## src/dac_ctrl_pkg.sv

```systemverilog
// Purpose: Shared constants for the quad DAC serial control block
// Assumes: ref_clk at 40 MHz samples every input pin of the serial link
// Notes: Word layout, command codes and timing counts live here
package dac_ctrl_pkg;

   // ------------------------------------------------------------
   // Word layout
   // ------------------------------------------------------------
   localparam int WORD_BITS = 12;
   localparam int DATA_BITS = 8;
   localparam int CHANNELS = 4;
   localparam int ADDR_HI_POS = 11;
   localparam int ADDR_LO_POS = 10;
   localparam int CMD_HI_POS = 9;
   localparam int CMD_LO_POS = 8;
   localparam int DATA_MSB_POS = 7;

   // ------------------------------------------------------------
   // Command codes and reset values
   // ------------------------------------------------------------
   localparam logic [1:0] CMD_ALL_OR_NOP = 2'h0;
   localparam logic [1:0] CMD_LOAD_INPUT = 2'h1;
   localparam logic [1:0] CMD_UPDATE = 2'h2;
   localparam logic [1:0] CMD_LOAD_BOTH = 2'h3;
   localparam logic [7:0] CODE_RESET = 8'h00;
   localparam logic MODE_RISING = 1'b1;

   // ------------------------------------------------------------
   // Timing
   // ------------------------------------------------------------
   localparam int CLK_PERIOD_NS = 25;
   localparam int STROBE_MIN_NS = 40;
   localparam int STROBE_MIN_CYC =
      (STROBE_MIN_NS + CLK_PERIOD_NS - 1) / CLK_PERIOD_NS;

endpackage : dac_ctrl_pkg

```

## src/serial_if.sv

```systemverilog
// Purpose: Carries the synchronised serial events to the control core
// Assumes: All signals on ref_clk
// Notes: Shifter drives, control core consumes
`timescale 1ns/1ps
interface serial_if;
   logic [11:0] word;
   logic frame_end;
   modport shifter (output word, output frame_end);
   modport core (input word, input frame_end);
endinterface : serial_if

```

## src/quad_dac_serial_control.sv

```systemverilog
// Purpose: Register control of a quad 8-bit DAC behind a serial link
// Assumes: ref_clk 40 MHz; pins asynchronous to it
// Notes: Commands execute one cycle after chip select rise is seen
`timescale 1ns/1ps
module quad_dac_serial_control
(
   input wire logic ref_clk,
   input wire logic rst_n,
   input wire logic sclk,
   input wire logic cs_n,
   input wire logic din,
   input wire logic load_strobe_n,
   input wire logic clear_n,
   output logic dout,
   output logic [7:0] dac_a,
   output logic [7:0] dac_b,
   output logic [7:0] dac_c,
   output logic [7:0] dac_d,
   output logic mode_rising
);

   serial_if sif ();

   logic [7:0] input_ff [4];
   logic [7:0] dac_ff [4];
   logic mode_ff;
   logic [2:0] ld_ff;
   logic [2:0] clr_ff;
   logic load_w;
   logic clear_w;
   logic [1:0] addr_w;
   logic [1:0] cmd_w;
   logic [7:0] data_w;
   logic exec_w;

   // ------------------------------------------------------------
   // Serial front end
   // ------------------------------------------------------------
   serial_shifter u_shift
   (
      .ref_clk(ref_clk),
      .rst_n(rst_n),
      .clear_n(clear_n),
      .sclk(sclk),
      .cs_n(cs_n),
      .din(din),
      .mode_rising(mode_ff),
      .dout(dout),
      .sif(sif)
   );

   // Control pin synchronisers
   always_ff @(posedge ref_clk or negedge rst_n)
   begin
      if (!rst_n)
      begin
         ld_ff <= 3'h7;
         clr_ff <= 3'h7;
      end
      else
      begin
         ld_ff <= {ld_ff[1:0], load_strobe_n};
         clr_ff <= {clr_ff[1:0], clear_n};
      end
   end

   // Levels valid once stages two and three agree
   assign load_w = ~ld_ff[1] & ~ld_ff[2];
   assign clear_w = ~clr_ff[1] & ~clr_ff[2];

   // Word fields
   assign addr_w = sif.word[dac_ctrl_pkg::ADDR_HI_POS:
                            dac_ctrl_pkg::ADDR_LO_POS];
   assign cmd_w = sif.word[dac_ctrl_pkg::CMD_HI_POS:
                           dac_ctrl_pkg::CMD_LO_POS];
   assign data_w = sif.word[dac_ctrl_pkg::DATA_MSB_POS:0];
   assign exec_w = sif.frame_end;

   // ------------------------------------------------------------
   // Registers
   // ------------------------------------------------------------
   // Command execution, clear overrides, strobe copies continuously
   always_ff @(posedge ref_clk or negedge rst_n)
   begin
      if (!rst_n)
      begin
         for (int i = 0; i < dac_ctrl_pkg::CHANNELS; i++)
         begin
            input_ff[i] <= dac_ctrl_pkg::CODE_RESET;
            dac_ff[i] <= dac_ctrl_pkg::CODE_RESET;
         end
         mode_ff <= dac_ctrl_pkg::MODE_RISING;
      end
      else if (clear_w)
      begin
         for (int i = 0; i < dac_ctrl_pkg::CHANNELS; i++)
         begin
            input_ff[i] <= dac_ctrl_pkg::CODE_RESET;
            dac_ff[i] <= dac_ctrl_pkg::CODE_RESET;
         end
      end
      else
      begin
         if (load_w)
            for (int i = 0; i < dac_ctrl_pkg::CHANNELS; i++)
               dac_ff[i] <= input_ff[i];
         if (exec_w)
         begin
            unique case (cmd_w)
               dac_ctrl_pkg::CMD_LOAD_INPUT:
                  input_ff[addr_w] <= data_w;
               dac_ctrl_pkg::CMD_LOAD_BOTH:
               begin
                  input_ff[addr_w] <= data_w;
                  dac_ff[addr_w] <= data_w;
               end
               dac_ctrl_pkg::CMD_ALL_OR_NOP:
                  if (!addr_w[0])
                     for (int i = 0; i < dac_ctrl_pkg::CHANNELS; i++)
                        dac_ff[i] <= data_w;
               dac_ctrl_pkg::CMD_UPDATE:
               begin
                  for (int i = 0; i < dac_ctrl_pkg::CHANNELS; i++)
                     dac_ff[i] <= input_ff[i];
                  if (addr_w[1])
                     mode_ff <= addr_w[0];
               end
            endcase
         end
      end
   end

   assign dac_a = dac_ff[0];
   assign dac_b = dac_ff[1];
   assign dac_c = dac_ff[2];
   assign dac_d = dac_ff[3];
   assign mode_rising = mode_ff;

   // ------------------------------------------------------------
   // Checks
   // ------------------------------------------------------------
   property p_clear;
      @(posedge ref_clk) disable iff (!rst_n)
      clear_w |=> (dac_ff[0] == 8'h00 && input_ff[3] == 8'h00);
   endproperty
   a_clear: assert property (p_clear) else $error("clear failed");

   property p_strobe;
      @(posedge ref_clk) disable iff (!rst_n)
      (load_w && !clear_w && !exec_w) |=> (dac_ff[1] == $past(input_ff[1]));
   endproperty
   a_strobe: assert property (p_strobe) else $error("strobe copy");

   property p_load_input;
      @(posedge ref_clk) disable iff (!rst_n)
      (exec_w && !clear_w && cmd_w == 2'h1 && addr_w == 2'h2)
      |=> input_ff[2] == $past(data_w);
   endproperty
   a_load_input: assert property (p_load_input) else $error("load");

   property p_load_both;
      @(posedge ref_clk) disable iff (!rst_n)
      (exec_w && !clear_w && cmd_w == 2'h3 && addr_w == 2'h0)
      |=> dac_ff[0] == $past(data_w);
   endproperty
   a_load_both: assert property (p_load_both) else $error("both");

   property p_mode;
      @(posedge ref_clk) disable iff (!rst_n)
      (exec_w && !clear_w && cmd_w == 2'h2 && addr_w == 2'h2)
      |=> !mode_ff;
   endproperty
   a_mode: assert property (p_mode) else $error("mode set");

   property p_all;
      @(posedge ref_clk) disable iff (!rst_n)
      (exec_w && !clear_w && cmd_w == 2'h0 && !addr_w[0])
      |=> dac_ff[3] == $past(data_w);
   endproperty
   a_all: assert property (p_all) else $error("load all");

   property p_exec_only_on_cs;
      @(posedge ref_clk) disable iff (!rst_n)
      (!exec_w && !load_w && !clear_w) |=> $stable(dac_ff[2]);
   endproperty
   a_exec_only_on_cs: assert property (p_exec_only_on_cs)
      else $error("dac moved");

   property p_dout_hold;
      @(posedge ref_clk) disable iff (!rst_n)
      (cs_n && $past(cs_n) && $past(cs_n, 2) && $past(cs_n, 3))
      |=> $stable(dout);
   endproperty
   a_dout_hold: assert property (p_dout_hold) else $error("dout");

   property p_update;
      @(posedge ref_clk) disable iff (!rst_n)
      (exec_w && !clear_w && cmd_w == 2'h2)
      |=> dac_ff[2] == $past(input_ff[2]);
   endproperty
   a_update: assert property (p_update) else $error("update");

   property p_nop;
      @(posedge ref_clk) disable iff (!rst_n)
      (exec_w && !clear_w && !load_w && cmd_w == 2'h0 && addr_w[0])
      |=> $stable(dac_ff[1]);
   endproperty
   a_nop: assert property (p_nop) else $error("nop moved dac");

   property p_mode_rise;
      @(posedge ref_clk) disable iff (!rst_n)
      (exec_w && !clear_w && cmd_w == 2'h2 && addr_w == 2'h3)
      |=> mode_ff;
   endproperty
   a_mode_rise: assert property (p_mode_rise) else $error("mode");

   property p_input_only;
      @(posedge ref_clk) disable iff (!rst_n)
      (exec_w && !clear_w && !load_w && cmd_w == 2'h1 && addr_w == 2'h1)
      |=> ($stable(dac_ff[1]) && input_ff[1] == $past(data_w));
   endproperty
   a_input_only: assert property (p_input_only) else $error("input");

endmodule : quad_dac_serial_control

```

## src/serial_shifter.sv

```systemverilog
// Purpose: Samples the serial pins and shifts 12-bit words
// Assumes: Pins are asynchronous to ref_clk
// Notes: Three-stage synchronisers, edges seen when stages 2 and 3 differ
`timescale 1ns/1ps
module serial_shifter
(
   input wire logic ref_clk,
   input wire logic rst_n,
   input wire logic clear_n,
   input wire logic sclk,
   input wire logic cs_n,
   input wire logic din,
   input wire logic mode_rising,
   output logic dout,
   serial_if.shifter sif
);

   logic [2:0] sclk_ff;
   logic [2:0] cs_ff;
   logic [2:0] din_ff;
   logic [11:0] shift_ff;
   logic dout_ff;
   logic frame_ff;
   logic rise_w;
   logic fall_w;
   logic cs_rise_w;
   logic active_w;

   // ------------------------------------------------------------
   // Synchronisers
   // ------------------------------------------------------------
   // Power-on reset restarts the interface; clear only hits the registers
   always_ff @(posedge ref_clk or negedge rst_n)
   begin
      if (!rst_n)
      begin
         sclk_ff <= 3'h0;
         cs_ff <= 3'h7;
         din_ff <= 3'h0;
      end
      else
      begin
         sclk_ff <= {sclk_ff[1:0], sclk};
         cs_ff <= {cs_ff[1:0], cs_n};
         din_ff <= {din_ff[1:0], din};
      end
   end

   // Edge decode from stages two and three only
   assign rise_w = sclk_ff[1] & ~sclk_ff[2];
   assign fall_w = ~sclk_ff[1] & sclk_ff[2];
   assign active_w = ~cs_ff[1] & ~cs_ff[2];
   assign cs_rise_w = cs_ff[1] & ~cs_ff[2];

   // ------------------------------------------------------------
   // Shift register and serial output
   // ------------------------------------------------------------
   // Shift in on rising edges, output on the chosen edge
   always_ff @(posedge ref_clk or negedge rst_n)
   begin
      if (!rst_n)
      begin
         shift_ff <= 12'h000;
         dout_ff <= 1'b0;
         frame_ff <= 1'b0;
      end
      else
      begin
         if (active_w && rise_w)
            shift_ff <= {shift_ff[10:0], din_ff[2]};
         if (active_w && (mode_rising ? rise_w : fall_w))
            dout_ff <= shift_ff[11];
         frame_ff <= cs_rise_w;
      end
   end

   assign dout = dout_ff;
   assign sif.word = shift_ff;
   assign sif.frame_end = frame_ff;

   // ------------------------------------------------------------
   // Checks
   // ------------------------------------------------------------
   property p_out_not_on_rise;
      @(posedge ref_clk) disable iff (!rst_n)
      (!mode_rising && rise_w) |=> $stable(dout_ff);
   endproperty
   a_out_not_on_rise: assert property (p_out_not_on_rise)
      else $error("dout moved on rise in falling mode");

   property p_out_not_on_fall;
      @(posedge ref_clk) disable iff (!rst_n)
      (mode_rising && fall_w) |=> $stable(dout_ff);
   endproperty
   a_out_not_on_fall: assert property (p_out_not_on_fall)
      else $error("dout moved on fall in rising mode");

   property p_out_bit;
      @(posedge ref_clk) disable iff (!rst_n)
      (active_w && mode_rising && rise_w)
      |=> dout_ff == $past(shift_ff[11]);
   endproperty
   a_out_bit: assert property (p_out_bit)
      else $error("dout is not the leaving bit");

   property p_no_shift_idle;
      @(posedge ref_clk) disable iff (!rst_n)
      !active_w |=> $stable(shift_ff);
   endproperty
   a_no_shift_idle: assert property (p_no_shift_idle)
      else $error("shift while deselected");

endmodule : serial_shifter

```

## config.mk

```make
export PLATFORM = sky130hd
export DESIGN_NAME = quad_dac_serial_control
export DESIGN_NICKNAME = d
export VERILOG_FILES = /design/src/dac_ctrl_pkg.sv /design/src/serial_if.sv /design/src/quad_dac_serial_control.sv /design/src/serial_shifter.sv
export SDC_FILE = /design/constraint.sdc
export NUM_CORES = 1
export LEC_CHECK = 0
export BUFFER_PORTS_ARGS = -buffer_cell sky130_fd_sc_hd__buf_2
export CAP_MARGIN = 30
export CORE_MARGIN = 8
export CORE_UTILIZATION = 56
export CTS_BUF_LIST = sky130_fd_sc_hd__clkbuf_4
export DETAILED_ROUTE_END_ITERATION = 10
export GPL_TIMING_DRIVEN = 0
export PLACE_DENSITY_LB_ADDON = 0.15
export SLEW_MARGIN = 40
export SYNTH_ARGS = -nofsm -noshare
export SYNTH_HDL_FRONTEND = slang
export SYNTH_SLANG_ARGS = --single-unit
```

## constraint.sdc

```tcl
create_clock -name ref_clk -period 1.4 [get_ports ref_clk]
set_clock_uncertainty 0.15 [all_clocks]
set_input_delay 0.14 -clock ref_clk [delete_from_list [all_inputs] [get_ports ref_clk]]
set_output_delay 0.14 -clock ref_clk [all_outputs]
set_load 0.01 [all_outputs]
```

==> results.tsv <==
stage	metric	value	unit
run_status	outcome	finished, violations left	
run_status	violations	negative hold slack, negative setup slack	
logic_synthesis	yosysSeqAreaShare	0.514	
logic_synthesis	synth_top_area_cell	dfrtp_1	
sta	setup_tns	-15850	ps
logic_synthesis	ys_warn_count	0	
critical_path	cp_cell_sequence	buf_6, buf_12, nor4b_4, buf_4, a221oi_1, o32ai_1	
global_route	antenna_found_initial	0	
clocking	cts_tree	built	
critical_path	cp_max_fo	9	
run	drv_cap	0	
clocking	clock_sinks	94	
sta	rsz0062_at_grt	yes	
critical_path	cpPeakStageDelay	450	ps
clocking	htreeDepth	3	
critical_path	cp-startpoint	u_shift.sif.word[10]	
floorplan	pin_count	41	
sta	fmax	580	MHz
routing	wl_per_cell	25.4	µm
global_route	grt_overflow_total	0	
routing	via_count	4067	
routing	detail_route.iter0.violations	340	
sta	slew_violations	0	
critical_path	crit_slowest_cell	dfrtp_1	
critical_path	reg2reg_slack	-330	ps
logic_synthesis	async_reset_ff_frac	1.00	
global_route	grt_pass1_wl	22.1	mm
pwr	p_sw_frac	0.320	
sta	worst_slack	-325	ps
floorplan	die_x	107	µm
critical_path	end_kind	flip-flop	
global_route	grt_use_total	0.251	
logic_synthesis	synth_edf_count	0	
critical_path	required	1610	ps
sta	tightestPinTransition	369	ps
pwr	p_leak	2.74	nW
pwr	power_density	990	nW/µm²
pwr	pwr-share-seq	0.485	
sta	fin_crit	1730	ps
worst_hold_path	hold_path.class	input pin to asynchronous set/reset pin	
sta	fin_hold_ws	-21.9	ps
critical_path	r2r_cells	6	
routing	dr.pass1.iters	5	
logic_synthesis	syn_area	4600	µm²
floorplan	rows	33	
placement	place.gp.congestion	0.901	
sta	relSlewSlack	0.753	
clocking	clk_pin_slew	170	ps
critical_path	reg2reg_to	dac_c[5]	
sta	fin_crit_sh	1.23	
pwr	irDropWorstVdd	0.609	mV
floorplan	die_height	107	µm
logic_synthesis	ys_seq_elements	94	
logic_synthesis	synth.distinct_cells	33	
clocking	max-clock-path-buffers	2	
logic_synthesis	synth_commonest_cells	84 x dfrtp_1, 50 x nand2_1, 40 x mux2i_1	
final_layout	antennaDiodeCount	0	
pwr	p_int	0.00418	W
logic_synthesis	synth.most_common_cell	dfrtp_1	
global_route	grt_max_degree	61	
logic_synthesis	synthCells	398	
pwr	combPwrFrac	0.266	
critical_path	cp-start-kind	flip-flop	
pwr	p_clk_frac	0.249	
final_layout	syn_to_final_growth	34.8	%
final_layout	drive_above_1_share	0.511	
logic_synthesis	synth_top_area_share	0.457	
pwr	p_sw	0.00197	W
clocking	numCtsBuffers	9	
critical_path	crit_arrival	1930	ps
floorplan	start_util	0.569	
final_layout	fin_util	0.767	
logic_synthesis	synth.avg_cell_area	11.6	µm²
critical_path	timing.rr.start	u_shift.sif.word[10]	
clocking	worstSkewPairLatency	450	ps
logic_synthesis	synth.area.top_cells	dfrtp_1 46%, mux2i_1 8.7%, a221oi_1 6.1%	
final_layout	multiInputGateArea	2550	µm²
floorplan	core-area	8090	µm²
routing	post_drt_via_cell_ratio	6.80	
routing	drtAntennaViolNets	0	
logic_synthesis	synthesis.nets	405	
sta	final_hold_viol_count	34	
critical_path	critical_path_class	flip-flop to flip-flop	
floorplan	dieArea	11400	µm²
routing	drcViolationCount	0	
global_route	grt_pass1_vias	4012	
logic_synthesis	synthFlopType	dfrtp_1	
final_layout	stdcell_count	598	
clocking	root_buffer	clkbuf_4	
routing	routed_wl	15.2	mm
sta	setup_viol	79	
final_layout	fin_nets	495	
final_layout	seq_area	2370	µm²
placement	place_hpwl	8.69	mm
placement	dp_cells	544	
placement	numPortBuffers	40	
final_layout	nFillCells	513	
-- critical path, delay by kind of cell (launching register included) --
| kind | cells | cell delay (ps) |
|---|---|---|
| buf+inv | 3 | 500 |
| flops | 1 | 450 |
| simple gates | 1 | 310 |
| compound gates | 2 | 200 |
-- power by group through the flow --
stage | combinational (W) | clock (W) | sequential [W]
floorplan | 0.000725 | 0 | 0.00304
global placement | 0.00113 | 0 | 0.00301
detailed placement | 0.00116 | 0 | 0.00302
CTS | 0.00140 | 0.00153 | 0.00297
global route | 0.00172 | 0.00164 | 0.00299
finish | 0.00163 | 0.00153 | 0.00298
-- registers in the layout, summed over array words and instances (netlist names) --
name and count:
ld_ff 3, dac_b 8, dac_d 8, u_shift.sif.frame_end 1
input_ff 32, u_shift.cs_ff 3, u_shift.sclk_ff 3, dac_a 8
u_shift.din_ff 3, u_shift.dout 1, dac_c 8, mode_rising 1
clr_ff 3, u_shift.sif.word 12
-- final cells by class --
cell class              instances  share of cell area
repair buffers                 81               0.101
plain buffers                  40              0.0623
multi-input cells             262               0.412
clock buffers                   9              0.0109
clock inverters                 7              0.0117
well taps                     105              0.0212
flip-flops and latches         94               0.382
-- kinds of logic after synthesis --
family | count (synthesis) | share of synthesized area
simple gates | 106 | 0.144
compound gates | 102 | 0.170
buf+inv | 42 | 0.0508
mux | 54 | 0.121
flops | 94 | 0.514
-- placed cells by master (no fill, tap or decap), types with 5 or more instances in the layout --
| cell type | n |
|---|---|
| a221oi_2 | 26 |
| dfrtp_1 | 82 |
| a21oi_2 | 13 |
| clkbuf_2 | 11 |
| mux2_4 | 13 |
| a21oi_1 | 12 |
| o32ai_1 | 20 |
| clkbuf_4 | 10 |
| buf_2 | 39 |
| nor4b_4 | 9 |
| dlygate4sd3_1 | 6 |
| nand2_2 | 12 |
| nor2b_1 | 9 |
| o21a_2 | 5 |
| buf_4 | 28 |
| dfstp_2 | 10 |
| nand2_1 | 37 |
| buf_6 | 27 |
| o32ai_2 | 12 |
| nor2_1 | 16 |
| mux2i_1 | 40 |
-- how the worst max path moves through the flow --
| stage | endpoint | slack [ps] | cells past startpoint |
|---|---|---|---|
| after floorplan | u_shift.sif.word[0] | -70 | 3 |
| after global placement | dac_d[5] | -840 | 1 |
| after detailed placement | dac_d[7] | -470 | 5 |
| after CTS | dac_c[6] | -240 | 6 |
| after global routing | dac_c[5] | -360 | 6 |
| final | dac_c[5] | -330 | 6 |
-- metal layers --
| layer | routed length, µm | global-route usage |
|---|---|---|
| met1 | 5940 | 0.322 |
| met2 | 7270 | 0.399 |
| met3 | 1290 | 0.0462 |
| met4 | 671 | 0.133 |
| met5 | 0 | 0 |
-- stage by stage --
step                      power [W]  instance area, µm²  setup WS [ps]
after floorplan             0.00377                4740          -70.6
after global placement      0.00414                5070           -837
after detailed placement    0.00418                5100           -470
after CTS                   0.00590                5920           -241
after global routing        0.00635                6200           -364
final                       0.00614                6200           -325
-- repair_timing --
item                                    4_1_cts  5_1_grt
setup buffers                                28        3
cloned                                        2        2
resized for setup                            90       57
hold buffers                                  6        0
hold endpoints to repair                     89        0
endpoints found under the setup margin       79       79
pin swaps                                    50       19
Note: power is estimated with default switching activity, not from simulation.
